===== config.mk =====
export PLATFORM = sky130hd
export DESIGN_NAME = rbc_top
export DESIGN_NICKNAME = d
export VERILOG_FILES = /design/src/verilog/rbc_pkg.sv /design/src/verilog/rbc_top.sv
export VERILOG_INCLUDE_DIRS = /design/src /design/src/verilog
export SDC_FILE = /design/constraint.sdc
export NUM_CORES = 1
export LEC_CHECK = 0
export BUFFER_PORTS_ARGS = -buffer_cell sky130_fd_sc_hd__buf_4
export CAP_MARGIN = 20
export CORE_MARGIN = 3
export CORE_UTILIZATION = 45
export CTS_CLUSTER_DIAMETER = 40
export CTS_CLUSTER_SIZE = 16
export DETAILED_ROUTE_END_ITERATION = 10
export GPL_TIMING_DRIVEN = 0
export PLACE_DENSITY = 0.75
export SYNTH_ARGS = -nofsm -noshare
export SYNTH_HDL_FRONTEND = slang
export SYNTH_SLANG_ARGS = --single-unit

===== constraint.sdc =====
create_clock -name clk_sys_in -period 2.6 [get_ports clk_sys_in]
set_clock_uncertainty 0.1 [all_clocks]
set_input_delay 0.26 -clock clk_sys_in [delete_from_list [all_inputs] [get_ports clk_sys_in]]
set_output_delay 0.26 -clock clk_sys_in [all_outputs]
set_load 0.02 [all_outputs]

===== src/verilog/rbc_map.svh =====
// Purpose: constants for the reset and brown-out control block
// Assumes: 200 MHz system clock, registers on APB with 32-bit data
// Notes: offsets are byte addresses
`ifndef RBC_MAP_SVH
`define RBC_MAP_SVH
`define RBC_ADDR_CONTROL 12'h000
`define RBC_ADDR_CAUSE 12'h004
`define RBC_ADDR_STATUS 12'h008
`define RBC_ADDR_IRQ_STAT 12'h00C
`define RBC_ADDR_IRQ_MASK 12'h010
`define RBC_MODE_ON 2'h3
`define RBC_MODE_NOSLEEP 2'h2
`define RBC_MODE_SW 2'h1
`define RBC_MODE_OFF 2'h0
`define RBC_CAUSE_RESET 8'hFF
`define RBC_POWERUP_TIMER_MS 64
`define RBC_CLK_MHZ 200
`define RBC_FILTER_NS 1000
`define RBC_CLK_NS 5
`endif


===== src/verilog/rbc_pkg.sv =====
// Purpose: types for the reset and brown-out control block
// Assumes: included map header holds the numbers
// Notes: cause bits 0 to 4 are active low, cleared by the event; bits 5 and 6 are set to 1 by theirs
package rbc_pkg;
   typedef enum logic [1:0] {RBC_HOLD, RBC_TIMER, RBC_WAIT, RBC_RUN} rbc_state_t;
   typedef struct packed {
      logic stack_underflow;
      logic stack_overflow;
      logic watchdog;
      logic master_clear_pin;
      logic reset_instr;
      logic prog_exit;
   } rbc_src_t;
   typedef struct packed {
      logic brownout;
      logic core_release;
      logic bor_ready;
   } rbc_irq_t;
endpackage : rbc_pkg


===== src/verilog/rbc_top.sv =====
// Purpose: reset combiner, power-up timer and brown-out mode control
// Assumes: comparator and detector inputs are synchronous to clk_sys_in
// Notes: registers on APB, zero wait states
//
// Local design decisions: the address map and the APB interface to the registers.
`timescale 1ns/10ps
`include "rbc_map.svh"
module rbc_top #(
   parameter int POWERUP_TIMER_CYCLES = `RBC_POWERUP_TIMER_MS * 1000 * 1000 / `RBC_CLK_NS,
   parameter int FILTER_CYCLES = (`RBC_FILTER_NS + `RBC_CLK_NS - 1) / `RBC_CLK_NS
) (
   // clock and reset
   input wire logic clk_sys_in,
   input wire logic rst_n_in,
   // configuration and analog status
   input wire logic [1:0] bor_mode_sel_in,
   input wire logic bor_level_sel_in,
   input wire logic powerup_timer_en_in,
   input wire logic por_ok_in,
   input wire logic supply_low_in,
   input wire logic bor_circuit_ready_in,
   input wire logic low_power_brownout_in,
   input wire logic sleep_in,
   input wire rbc_pkg::rbc_src_t reset_src_in,
   // apb
   input wire logic psel_in,
   input wire logic penable_in,
   input wire logic pwrite_in,
   input wire logic [11:0] paddr_in,
   input wire logic [31:0] pwdata_in,
   output logic [31:0] prdata_out,
   output logic pready_out,
   output logic pslverr_out,
   // outputs
   output logic core_reset_out,
   output logic exec_hold_out,
   output logic bor_level_out,
   output logic bor_circuit_en_out,
   output logic irq_out
);
   // counters are 32 bits wide and need at least one cycle to count
   if (POWERUP_TIMER_CYCLES < 1 || FILTER_CYCLES < 1) begin : g_bad_counts
      $error("rbc_top: counts must be positive");
   end
   ////////////////////////////////////////////////////////////////////////////
   function automatic logic protect_on(input logic [1:0] mode, input logic sw, input logic slp);
      unique case (mode)
         `RBC_MODE_ON: protect_on = 1'b1;
         `RBC_MODE_NOSLEEP: protect_on = !slp;
         `RBC_MODE_SW: protect_on = sw;
         `RBC_MODE_OFF: protect_on = 1'b0;
      endcase
   endfunction : protect_on
   ////////////////////////////////////////////////////////////////////////////
   logic sw_bor_enable_reg;
   logic [7:0] reset_cause_reg;
   rbc_pkg::rbc_irq_t irq_stat_reg, irq_mask_reg, irq_ev;
   rbc_pkg::rbc_state_t state_reg;
   logic [31:0] powerup_timer_cnt_reg, filt_cnt_reg;
   logic bor_trip_reg, bor_ready_flag_reg, from_power_reg, rel_meta_reg;
   logic sleep_d_reg, waking;
   logic prot, brownout, src_any, wr, rd;
   assign prot = protect_on(bor_mode_sel_in, sw_bor_enable_reg, sleep_in)
                 && bor_circuit_ready_in;
   assign brownout = bor_trip_reg || low_power_brownout_in;
   assign src_any = |reset_src_in;
   assign wr = psel_in && penable_in && pwrite_in;
   assign rd = psel_in && !penable_in && !pwrite_in;
   assign waking = sleep_d_reg && !sleep_in;
   ////////////////////////////////////////////////////////////////////////////
   // noise filter: only a low supply lasting past the filter time trips
   always_ff @(posedge clk_sys_in) begin
      if (!rst_n_in) begin
         filt_cnt_reg <= 32'h0000_0000;
         bor_trip_reg <= 1'b0;
      end else if (prot && supply_low_in) begin
         if (filt_cnt_reg >= 32'(FILTER_CYCLES)) begin
            bor_trip_reg <= 1'b1;
         end else begin
            filt_cnt_reg <= filt_cnt_reg + 32'h0000_0001;
         end
      end else begin
         filt_cnt_reg <= 32'h0000_0000;
         bor_trip_reg <= 1'b0;
      end
   end
   ////////////////////////////////////////////////////////////////////////////
   // release sequencer: hold, optional power-up timer, brown-out wait, run
   always_ff @(posedge clk_sys_in) begin
      if (!rst_n_in) begin
         state_reg <= rbc_pkg::RBC_HOLD;
         powerup_timer_cnt_reg <= 32'h0000_0000;
         from_power_reg <= 1'b1;
      end else if (!por_ok_in || brownout) begin
         state_reg <= rbc_pkg::RBC_HOLD;
         powerup_timer_cnt_reg <= 32'h0000_0000;
         from_power_reg <= 1'b1;
      end else begin
         unique case (state_reg)
            rbc_pkg::RBC_HOLD: begin
               // timer starts only once power-on and brown-out are released
               if (from_power_reg && powerup_timer_en_in) begin
                  state_reg <= rbc_pkg::RBC_TIMER;
               end else if (!src_any) begin
                  state_reg <= rbc_pkg::RBC_WAIT;
               end
            end
            rbc_pkg::RBC_TIMER: begin
               if (powerup_timer_cnt_reg >= 32'(POWERUP_TIMER_CYCLES - 1)) begin
                  state_reg <= rbc_pkg::RBC_WAIT;
               end else begin
                  powerup_timer_cnt_reg <= powerup_timer_cnt_reg + 32'h0000_0001;
               end
            end
            rbc_pkg::RBC_WAIT: begin
               if (src_any) begin
                  state_reg <= rbc_pkg::RBC_HOLD;
               end else if (bor_mode_sel_in == `RBC_MODE_OFF ||
                            (bor_mode_sel_in == `RBC_MODE_SW && !sw_bor_enable_reg) ||
                            (bor_circuit_ready_in && !supply_low_in)) begin
                  state_reg <= rbc_pkg::RBC_RUN;
                  from_power_reg <= 1'b0;
               end
            end
            rbc_pkg::RBC_RUN: begin
               if (src_any) begin
                  state_reg <= rbc_pkg::RBC_HOLD;
                  powerup_timer_cnt_reg <= 32'h0000_0000;
               end
            end
         endcase
      end
   end
   ////////////////////////////////////////////////////////////////////////////
   // wake hold: modes 10 and 01 (enabled or from power-up) wait for ready and supply; 11 does not
   always_ff @(posedge clk_sys_in) begin
      if (!rst_n_in) begin
         sleep_d_reg <= 1'b0;
         exec_hold_out <= 1'b0;
      end else begin
         sleep_d_reg <= sleep_in;
         if (waking && (bor_mode_sel_in == `RBC_MODE_NOSLEEP ||
                        (bor_mode_sel_in == `RBC_MODE_SW &&
                         (sw_bor_enable_reg || from_power_reg)))) begin
            exec_hold_out <= 1'b1;
         end else if (bor_circuit_ready_in && !supply_low_in) begin
            exec_hold_out <= 1'b0;
         end
      end
   end
   ////////////////////////////////////////////////////////////////////////////
   // two-stage release so the core leaves reset on a clean edge
   always_ff @(posedge clk_sys_in) begin
      if (!rst_n_in) begin
         rel_meta_reg <= 1'b0;
         core_reset_out <= 1'b1;
      end else begin
         rel_meta_reg <= (state_reg == rbc_pkg::RBC_RUN) && !brownout && por_ok_in;
         core_reset_out <= !(rel_meta_reg && state_reg == rbc_pkg::RBC_RUN
                             && !brownout && por_ok_in);
      end
   end
   always_ff @(posedge clk_sys_in) begin
      if (!rst_n_in) begin
         bor_level_out <= 1'b0;
         bor_circuit_en_out <= 1'b0;
         bor_ready_flag_reg <= 1'b0;
      end else begin
         bor_level_out <= bor_level_sel_in;
         bor_circuit_en_out <= protect_on(bor_mode_sel_in, sw_bor_enable_reg, sleep_in);
         bor_ready_flag_reg <= bor_circuit_ready_in;
      end
   end
   ////////////////////////////////////////////////////////////////////////////
   // registers; the block reset loads every cause bit with 1 (8'hFF)
   assign irq_ev.brownout = brownout;
   assign irq_ev.core_release = core_reset_out && !(rel_meta_reg && state_reg == rbc_pkg::RBC_RUN
                                                    && !brownout && por_ok_in) ? 1'b0 :
                                core_reset_out;
   assign irq_ev.bor_ready = bor_circuit_ready_in && !bor_ready_flag_reg;
   always_ff @(posedge clk_sys_in) begin
      if (!rst_n_in) begin
         sw_bor_enable_reg <= 1'b0;
         reset_cause_reg <= `RBC_CAUSE_RESET;
         irq_stat_reg <= '0;
         irq_mask_reg <= '0;
      end else begin
         if (wr && paddr_in == `RBC_ADDR_CONTROL) sw_bor_enable_reg <= pwdata_in[0];
         if (wr && paddr_in == `RBC_ADDR_IRQ_MASK) irq_mask_reg <= pwdata_in[2:0];
         // event set wins over a write-one clear in the same cycle
         irq_stat_reg <= (irq_stat_reg & ~((wr && paddr_in == `RBC_ADDR_IRQ_STAT) ?
                          pwdata_in[2:0] : 3'h0)) | irq_ev;
         if (wr && paddr_in == `RBC_ADDR_CAUSE) reset_cause_reg <= pwdata_in[7:0];
         reset_cause_reg[0] <= (wr && paddr_in == `RBC_ADDR_CAUSE) ? pwdata_in[0] :
                               reset_cause_reg[0];
         if (brownout) reset_cause_reg[0] <= 1'b0;
         if (!por_ok_in) reset_cause_reg[1] <= 1'b0;
         if (reset_src_in.master_clear_pin) reset_cause_reg[2] <= 1'b0;
         if (reset_src_in.reset_instr) reset_cause_reg[3] <= 1'b0;
         if (reset_src_in.watchdog) reset_cause_reg[4] <= 1'b0;
         if (reset_src_in.stack_overflow) reset_cause_reg[5] <= 1'b1;
         if (reset_src_in.stack_underflow) reset_cause_reg[6] <= 1'b1;
      end
   end
   always_ff @(posedge clk_sys_in) begin
      if (!rst_n_in) begin
         prdata_out <= 32'h0000_0000;
         pready_out <= 1'b0;
         pslverr_out <= 1'b0;
         irq_out <= 1'b0;
      end else begin
         pready_out <= psel_in && !penable_in;
         pslverr_out <= psel_in && !penable_in && !(paddr_in == `RBC_ADDR_CONTROL ||
            paddr_in == `RBC_ADDR_CAUSE || paddr_in == `RBC_ADDR_STATUS ||
            paddr_in == `RBC_ADDR_IRQ_STAT || paddr_in == `RBC_ADDR_IRQ_MASK);
         irq_out <= |(irq_stat_reg & irq_mask_reg);
         if (rd) begin
            unique case (paddr_in)
               `RBC_ADDR_CONTROL: prdata_out <= {30'h0, bor_ready_flag_reg, sw_bor_enable_reg};
               `RBC_ADDR_CAUSE: prdata_out <= {24'h0, reset_cause_reg};
               `RBC_ADDR_STATUS: prdata_out <= {28'h0, exec_hold_out, core_reset_out, state_reg};
               `RBC_ADDR_IRQ_STAT: prdata_out <= {29'h0, irq_stat_reg};
               `RBC_ADDR_IRQ_MASK: prdata_out <= {29'h0, irq_mask_reg};
               default: prdata_out <= 32'h0000_0000;
            endcase
         end
      end
   end
endmodule : rbc_top

==> results of run 1 <==
## metal layers
layer	track usage	vias to the layer above	wire length (µm)
li1	-	1828	-
met4	0.04368	0	75
met5	0	-	0
met2	0.2823	76	4381
met3	0.03911	9	364
met1	0.2244	1700	4410
## worst max-delay path, stage by stage
cell           delay, ps
dlygate4sd3_1        550
buf_4                150
or4_4                450
o311ai_4             350
buf_4                220
and2_2               240
buf_4                200
nand2_1               70
a31oi_1              160
a41o_1               110
## logic make-up (layout without fill, tap and decap cells)
kind of cell,Yosys count,in the layout,synth area share
xor gates and xnor gates,10,10,0.02018
muxes,15,15,0.03488
buffers and inverters,47,120,0.06745
DFF,101,101,0.4658
adders and majority gates,3,3,0.008649
other,1,24,0.0008640
AOI/OAI and AO/OA,73,73,0.1144
and+or+nand+nor,224,224,0.2877
## power breakdown
part           internal, mW  switching [mW]  leakage, nW  total [mW]
Clock                 0.461           0.551        0.105        1.01
Sequential             1.56          0.0105        0.818        1.57
Combinational         0.105           0.118         1.32       0.223
## cell usage after synthesis (3+ instances only)
cell type | n | area (µm²)
o211ai_1 | 3 | 22.52
and2_1 | 29 | 181.4
or3_1 | 4 | 25.02
clkbuf_1 | 10 | 37.54
nor2_1 | 35 | 131.4
nor3_1 | 8 | 40.04
and4_1 | 4 | 35.03
o21ai_0 | 12 | 60.06
or4_1 | 3 | 22.52
nand4_1 | 15 | 93.84
nand3_1 | 24 | 120.1
buf_4 | 26 | 195.2
and3_1 | 20 | 125.1
nand2b_1 | 5 | 31.28
xnor2_1 | 6 | 52.55
ha_1 | 3 | 37.54
a31oi_1 | 6 | 37.54
nand2_1 | 43 | 161.4
o21ai_1 | 9 | 45.04
nor4_1 | 8 | 50.05
xor2_1 | 4 | 35.03
dfxtp_1 | 101 | 2022
mux2i_1 | 14 | 140.1
inv_1 | 6 | 22.52
a41o_1 | 4 | 40.04
a21oi_1 | 13 | 65.06
a21boi_0 | 4 | 30.03
nor2b_1 | 9 | 56.30
a21boi_1 | 5 | 37.54
buf_2 | 3 | 15.01
## repair_timing
action	4_1_cts	5_1_grt
endpoints found under the hold margin	3	1
resized for setup	0	6
hold buffers	3	1
endpoints found under the setup margin	0	16
## per-stage QoR
step           hold slack, ps    util  cells
2_1_floorplan           258.8       -    497
3_5_place_dp            344.0  0.5345    679
3_3_place_gp            341.1  0.5345    679
5_1_grt                 15.56  0.5634    699
6_report                20.33  0.5634    699
4_1_cts                 4.524  0.5595    698
## final cells by class
class / instances / share of cell area
Tap cell: 129 / 0.03071
Multi-Input combinational cell: 349 / 0.4067
Inverter: 6 / 0.004286
Buffer: 41 / 0.05167
Timing Repair Buffer: 57 / 0.08333
Clock buffer: 9 / 0.02357
Sequential cell: 101 / 0.3848
Clock inverter: 7 / 0.01500
## path summary, 6_finish.rpt
check / end / depth (start not counted) / startpoint
max reg2reg: powerup_timer_cnt_reg[14] / 7 / powerup_timer_cnt_reg[0]
min: sleep_d_reg / 2 / sleep_in
max: powerup_timer_cnt_reg[22] / 10 / reset_src_in[2]
min reg2reg: filt_cnt_reg[24] / 1 / filt_cnt_reg[24]
## layout by cell type (no fill, tap or decap), drive strengths merged, types with 2 or more instances in the layout
cell type and count:
xnor2 6, inv 11, nor2b 9, and4 4, and3 20, nor2 35, nor3b 2, nand4 15
or3 4, a21oi 13, and2 31, o211ai 3, nand3 24, clkbuf 19, a31o 2, or4 3
o311ai 3, a31oi 6, o221a 2, dfxtp 101, nand2 43, dlygate4sd3 4, mux2i 14, a21boi 9
nand4b 2, nor4 12, conb 24, buf 84, nand3b 2, a41o 4, o31ai 2, xor2 4
ha 3, nor3 9, o21ai 21, nand2b 5
==> key figures, run 1 <==
Run
  • Max-Cap Viols: 0

Global routing
  • Initial antenna violation count: 0
  • Largest net degree at the start of global routing: 19
  • Vias in the first global route: 3474
  • First-pass GRT wire length: ~16000 µm
  • Grt ovf: 0
  • Gr usage total: 0.1702

CTS
  • CTS buffer count: 9
  • Post-CTS Setup Inserts: 0
  • Clk sink count: just over 100
  • Clock Tree Buf Depth: 2
  • Clock transition at path regs: 100 ps
  • CTS tree: done
  • Worst-skew pair later-pin latency: between 300 and 400 ps
  • Root Driver: clkbuf_8
  • H-tree levels: 3

Yosys
  • Post-synthesis sequential area ratio: 0.4658
  • Synth Register Bits: 101
  • Synth cell types: slightly below 60
  • FFs w/ async S/R, synth: 0
  • Post-synthesis area per instance: 9.157 µm²
  • Mapped cell area: 4340 µm²
  • Post-synth EDFFs: 0
  • Most used DFF post-synth: dfxtp_1
  • Mapped Cells: between 400 and 500
  • Warnings, synthesis: 0

Worst setup path
  • WP data arrival: around 2800 ps
  • Kind of critical path: in2reg
  • Critical path peak fanout: 10
  • Worst Path Required: roughly 2800 ps
  • R2R Setup Slk: ~220 ps
  • CP Launch Type: input port
  • Worst setup EP type: flop

Pwr
  • Peak supply drop: around 0.43 mV
  • Tot Pwr: 2.809 mW
  • Pleak: 2.244 nW
  • Pwr dens: 534.5 nW/µm²

Placed design
  • # port buffers: 53
  • GPL Wtd Cong: between 0.8 and 0.9
  • Placed instance area: between 4000 and 5000 µm²
  • Placed wire-length estimate: ~6700 µm
  • Dpl ws: 93.25 ps

Min path
  • Hold crit path type: in2reg

Cells and area
  • Layout area overhead: 21.07%
  • Fill cell count: roughly 840
  • Ant. Diodes: 0
  • Share of layout cells above drive strength 1: 0.2053
  • Multi-input gate area: 2137 µm²
  • FF/Latch Area: a little over 2000 µm²
  • Nets: between 600 and 700
  • Design area: around 5300 µm²

Floorplan
  • Die area: ~11000 µm²
  • Die span in y: ~100 µm
  • Chip width: 104.2 µm
  • Initial Util: 0.4653
  • Io pins: a little over 100
  • Core ar.: about 9300 µm²
  • Core Rows: 35

Drt
  • First drt pass iteration count: 5
  • Vias: ~3600
  • Post-detailed-routing wire length: ~9000 µm
  • Routed Antenna Nets: 0
  • DRC Markers: 0
  • Initial DRC Count: approximately 170
  • Via density: 5.169
  • Wire per inst: 13.21 µm

Timing
  • F_max: 391.7 MHz
  • Fin. Hold Viols: 0
  • Final TNS setup: 0 ps
  • Min cycle time layout: 2553 ps
  • Slew Viols, Final: 0
  • Final setup margin: approximately 47 ps
  • Final Cycle Share: 0.9819
  • Worst-margin pin slew: approximately 570 ps
  • RSZ-0062 raised after global routing: true
  • Setup violators final: 0
  • Max-slew headroom at the worst pin: 0.6195

Run status
  • Status: finished, final reports clean
(Power assumes the default switching activity.)
==> run 2: changes to the inputs <==
Clock period 2.6 ns to 3.2 ns, I/O delays scaled along.
==> key figures, run 2 (synthesis gave the netlist of run 1 again) <==
Global routing
  • Largest net degree at the start of global routing: 19 (unchanged)
  • Busiest grt layer: met2
  • Vias in the first global route: 3437 (-1.1%)
  • Grt ovf: 0 (unchanged)
  • Met3 Use GR: 0.03911 (unchanged)
  • Gr usage total: 0.1684 (-0.001845)
  • Met2 usage: 0.2772 (-0.005107)
  • Initial antenna violation count: 0 (unchanged)
  • Met1 usage: 0.2233 (-0.001171)
  • First-pass GRT wire length: 15630 µm (-1.1%)

Cells and area
  • Most frequent cells in the layout: dfxtp_1 (101), buf_4 (79), nand2_1 (43), nor2_1 (35), and2_1 (29)
  • Commonest non-fill, non-tap cell in the layout: dfxtp_1
  • Layout area overhead: 19.54%
  • Final non-filler cell total: 695 (-0.57%)
  • Nets: 628 (-0.63%)
  • Share of layout cells above drive strength 1: 0.2014 (-0.003850)
  • Ant. Diodes: 0 (unchanged)
  • Design area: 5189 µm² (-1.3%)

Placed design
  • Placed instance area: 4986 µm² (unchanged)
  • Placed wire-length estimate: 6737 µm (unchanged)
  • Cells after DPL: 679 (unchanged)
  • GPL Wtd Cong: 0.8549 (unchanged)
  • # port buffers: 53 (unchanged)

Floorplan
  • Core Rows: 35 (unchanged)
  • Chip width: 104.2 µm (unchanged)
  • Die area: 10860 µm² (unchanged)
  • Initial Util: 0.4653 (unchanged)
  • Core ar.: 9328 µm² (unchanged)
  • Io pins: 103 (unchanged)
  • Die span in y: 104.2 µm (unchanged)

Drt
  • Initial DRC Count: 203 (+20%)
  • Via density: 5.125 (-0.84%)
  • Routed Antenna Nets: 0 (unchanged)
  • DRC Markers: 0 (unchanged)
  • Vias: 3562 (-1.4%)
  • First drt pass iteration count: 4 (-1)
  • Wire per inst: 13.01 µm (-1.5%)
  • Post-detailed-routing wire length: 9043 µm (-2.1%)

CTS
  • Clock transition at path regs: 100 ps (about the same)
  • Clock Tree Buf Depth: 2 (unchanged)
  • Cts hold-fix bufs: 0 (-3)
  • Worst-skew pair later-pin latency: 350 ps (about the same)
  • CTS buffer count: 9 (unchanged)
  • H-tree levels: 3 (unchanged)
  • Clk sink count: 101 (unchanged)
  • CTS resizes: 0 (unchanged)
  • Root Driver: clkbuf_8
  • Post-CTS Setup Inserts: 0 (unchanged)
  • CTS tree: done

Pwr
  • Peak supply drop: 0.3495 mV (-19%)
  • Pleak: 2.223 nW (-0.93%)
  • Pwr dens: 437.8 nW/µm² (-18%)

Worst setup path
  • RR Startpoint: powerup_timer_cnt_reg[18]
  • R2R Setup Slk: 730 ps (+510 ps)
  • Crit path largest cell delay: 430 ps (-120 ps)
  • Worst setup EP type: flop
  • WP data arrival: 2630 ps (-120 ps)
  • Worst R2R Path Depth: 8 (+1)
  • Crit-path slowest cell: nor3_2
  • Critical path peak fanout: 10 (unchanged)
  • Crit Reg-Reg Endpoint: powerup_timer_cnt_reg[17]
  • Kind of critical path: reg2reg
  • Worst Path Required: 3360 ps (+560 ps)
  • Crit path cell chain: nor4_2, o2111ai_1, and2_4, buf_6, nor3_2, buf_2, a21oi_1, a31o_1
  • CP Launch Type: flop

Timing
  • Min cycle time layout: between 2000 and 2500 ps
  • RSZ-0062 raised after global routing: false
  • Max-slew headroom at the worst pin: 0.5375 (-0.08197)
  • F_max: 404.3 MHz
  • Final TNS setup: 0 ps (unchanged)
  • Fin. Hold Viols: 0 (unchanged)
  • Hold Worst Slack: 48.68 ps (+28.35 ps)
  • Slew Viols, Final: 0 (unchanged)
  • Setup violators final: 0 (unchanged)
  • Worst-margin pin slew: 688.4 ps (+121.9 ps)
  • Final Cycle Share: 0.7730

Min path
  • WHS Endpoint: reset_cause_reg[4]
  • Hold crit path type: in2reg
  • HP Start: reset_src_in[3]
  • Hold path cells: 2 (unchanged)

Run
  • Max-Cap Viols: 0 (unchanged)

Run status
  • Status: finished, final reports clean
## run 2: report_power, final
group	internal [mW]	leakage, nW	switching, mW
registers	1.27	0.818	0.00825
logic	0.0815	1.30	0.0935
clock network	0.375	0.105	0.444
total	1.73	2.22	0.546
## run 2: final cells by class
type	count	area [µm²]
clock buffers	9	123.9
fillers	847	4139
clock inverters	7	78.83
well taps	129	161.4
plain buffers	41	270.3
flip-flops and latches	101	2022
inverters	6	22.52
repair buffers	53	397.9
multi-input cells	349	2112
## run 2: stage by stage
| step | total power [mW] | setup slack [ps] | utilization |
|---|---|---|---|
| floorplan | 1.410 | 1052 | - |
| CTS | 2.308 | 751.6 | 0.5563 |
| finish | 2.271 | 726.4 | 0.5563 |
| global route | 2.375 | 574.0 | 0.5563 |
| detailed placement | 1.480 | 633.2 | 0.5345 |
| global placement | 1.477 | 653.9 | 0.5345 |
## run 2: how the worst max path moves through the flow
stage	cells after the start	startpoint	endpoint	slack (ps)
detailed placement	8	reset_src_in[1]	powerup_timer_cnt_reg[23]	630
CTS	8	powerup_timer_cnt_reg[18]	powerup_timer_cnt_reg[17]	750
global placement	8	reset_src_in[1]	powerup_timer_cnt_reg[23]	650
floorplan	7	reset_src_in[1]	powerup_timer_cnt_reg[23]	1050
global route	8	state_reg[0]	powerup_timer_cnt_reg[17]	570
finish	8	powerup_timer_cnt_reg[18]	powerup_timer_cnt_reg[17]	730
## run 2: per-layer routing
metal / up-vias / routed length (µm) / part of all wire
met5: - / 0 / 0
met4: 0 / 53 / 0.0059
met3: 6 / 336 / 0.037
met2: 69 / 4234 / 0.47
met1: 1667 / 4418 / 0.49
li1: 1820 / - / -
## run 2: worst max-delay path, delay by kind of cell (launching register included)
family | cells | cell delay, ps
and+or+nand+nor | 3 | 980
AOI/OAI and AO/OA | 3 | 490
buffers and inverters | 2 | 440
DFF | 1 | 360
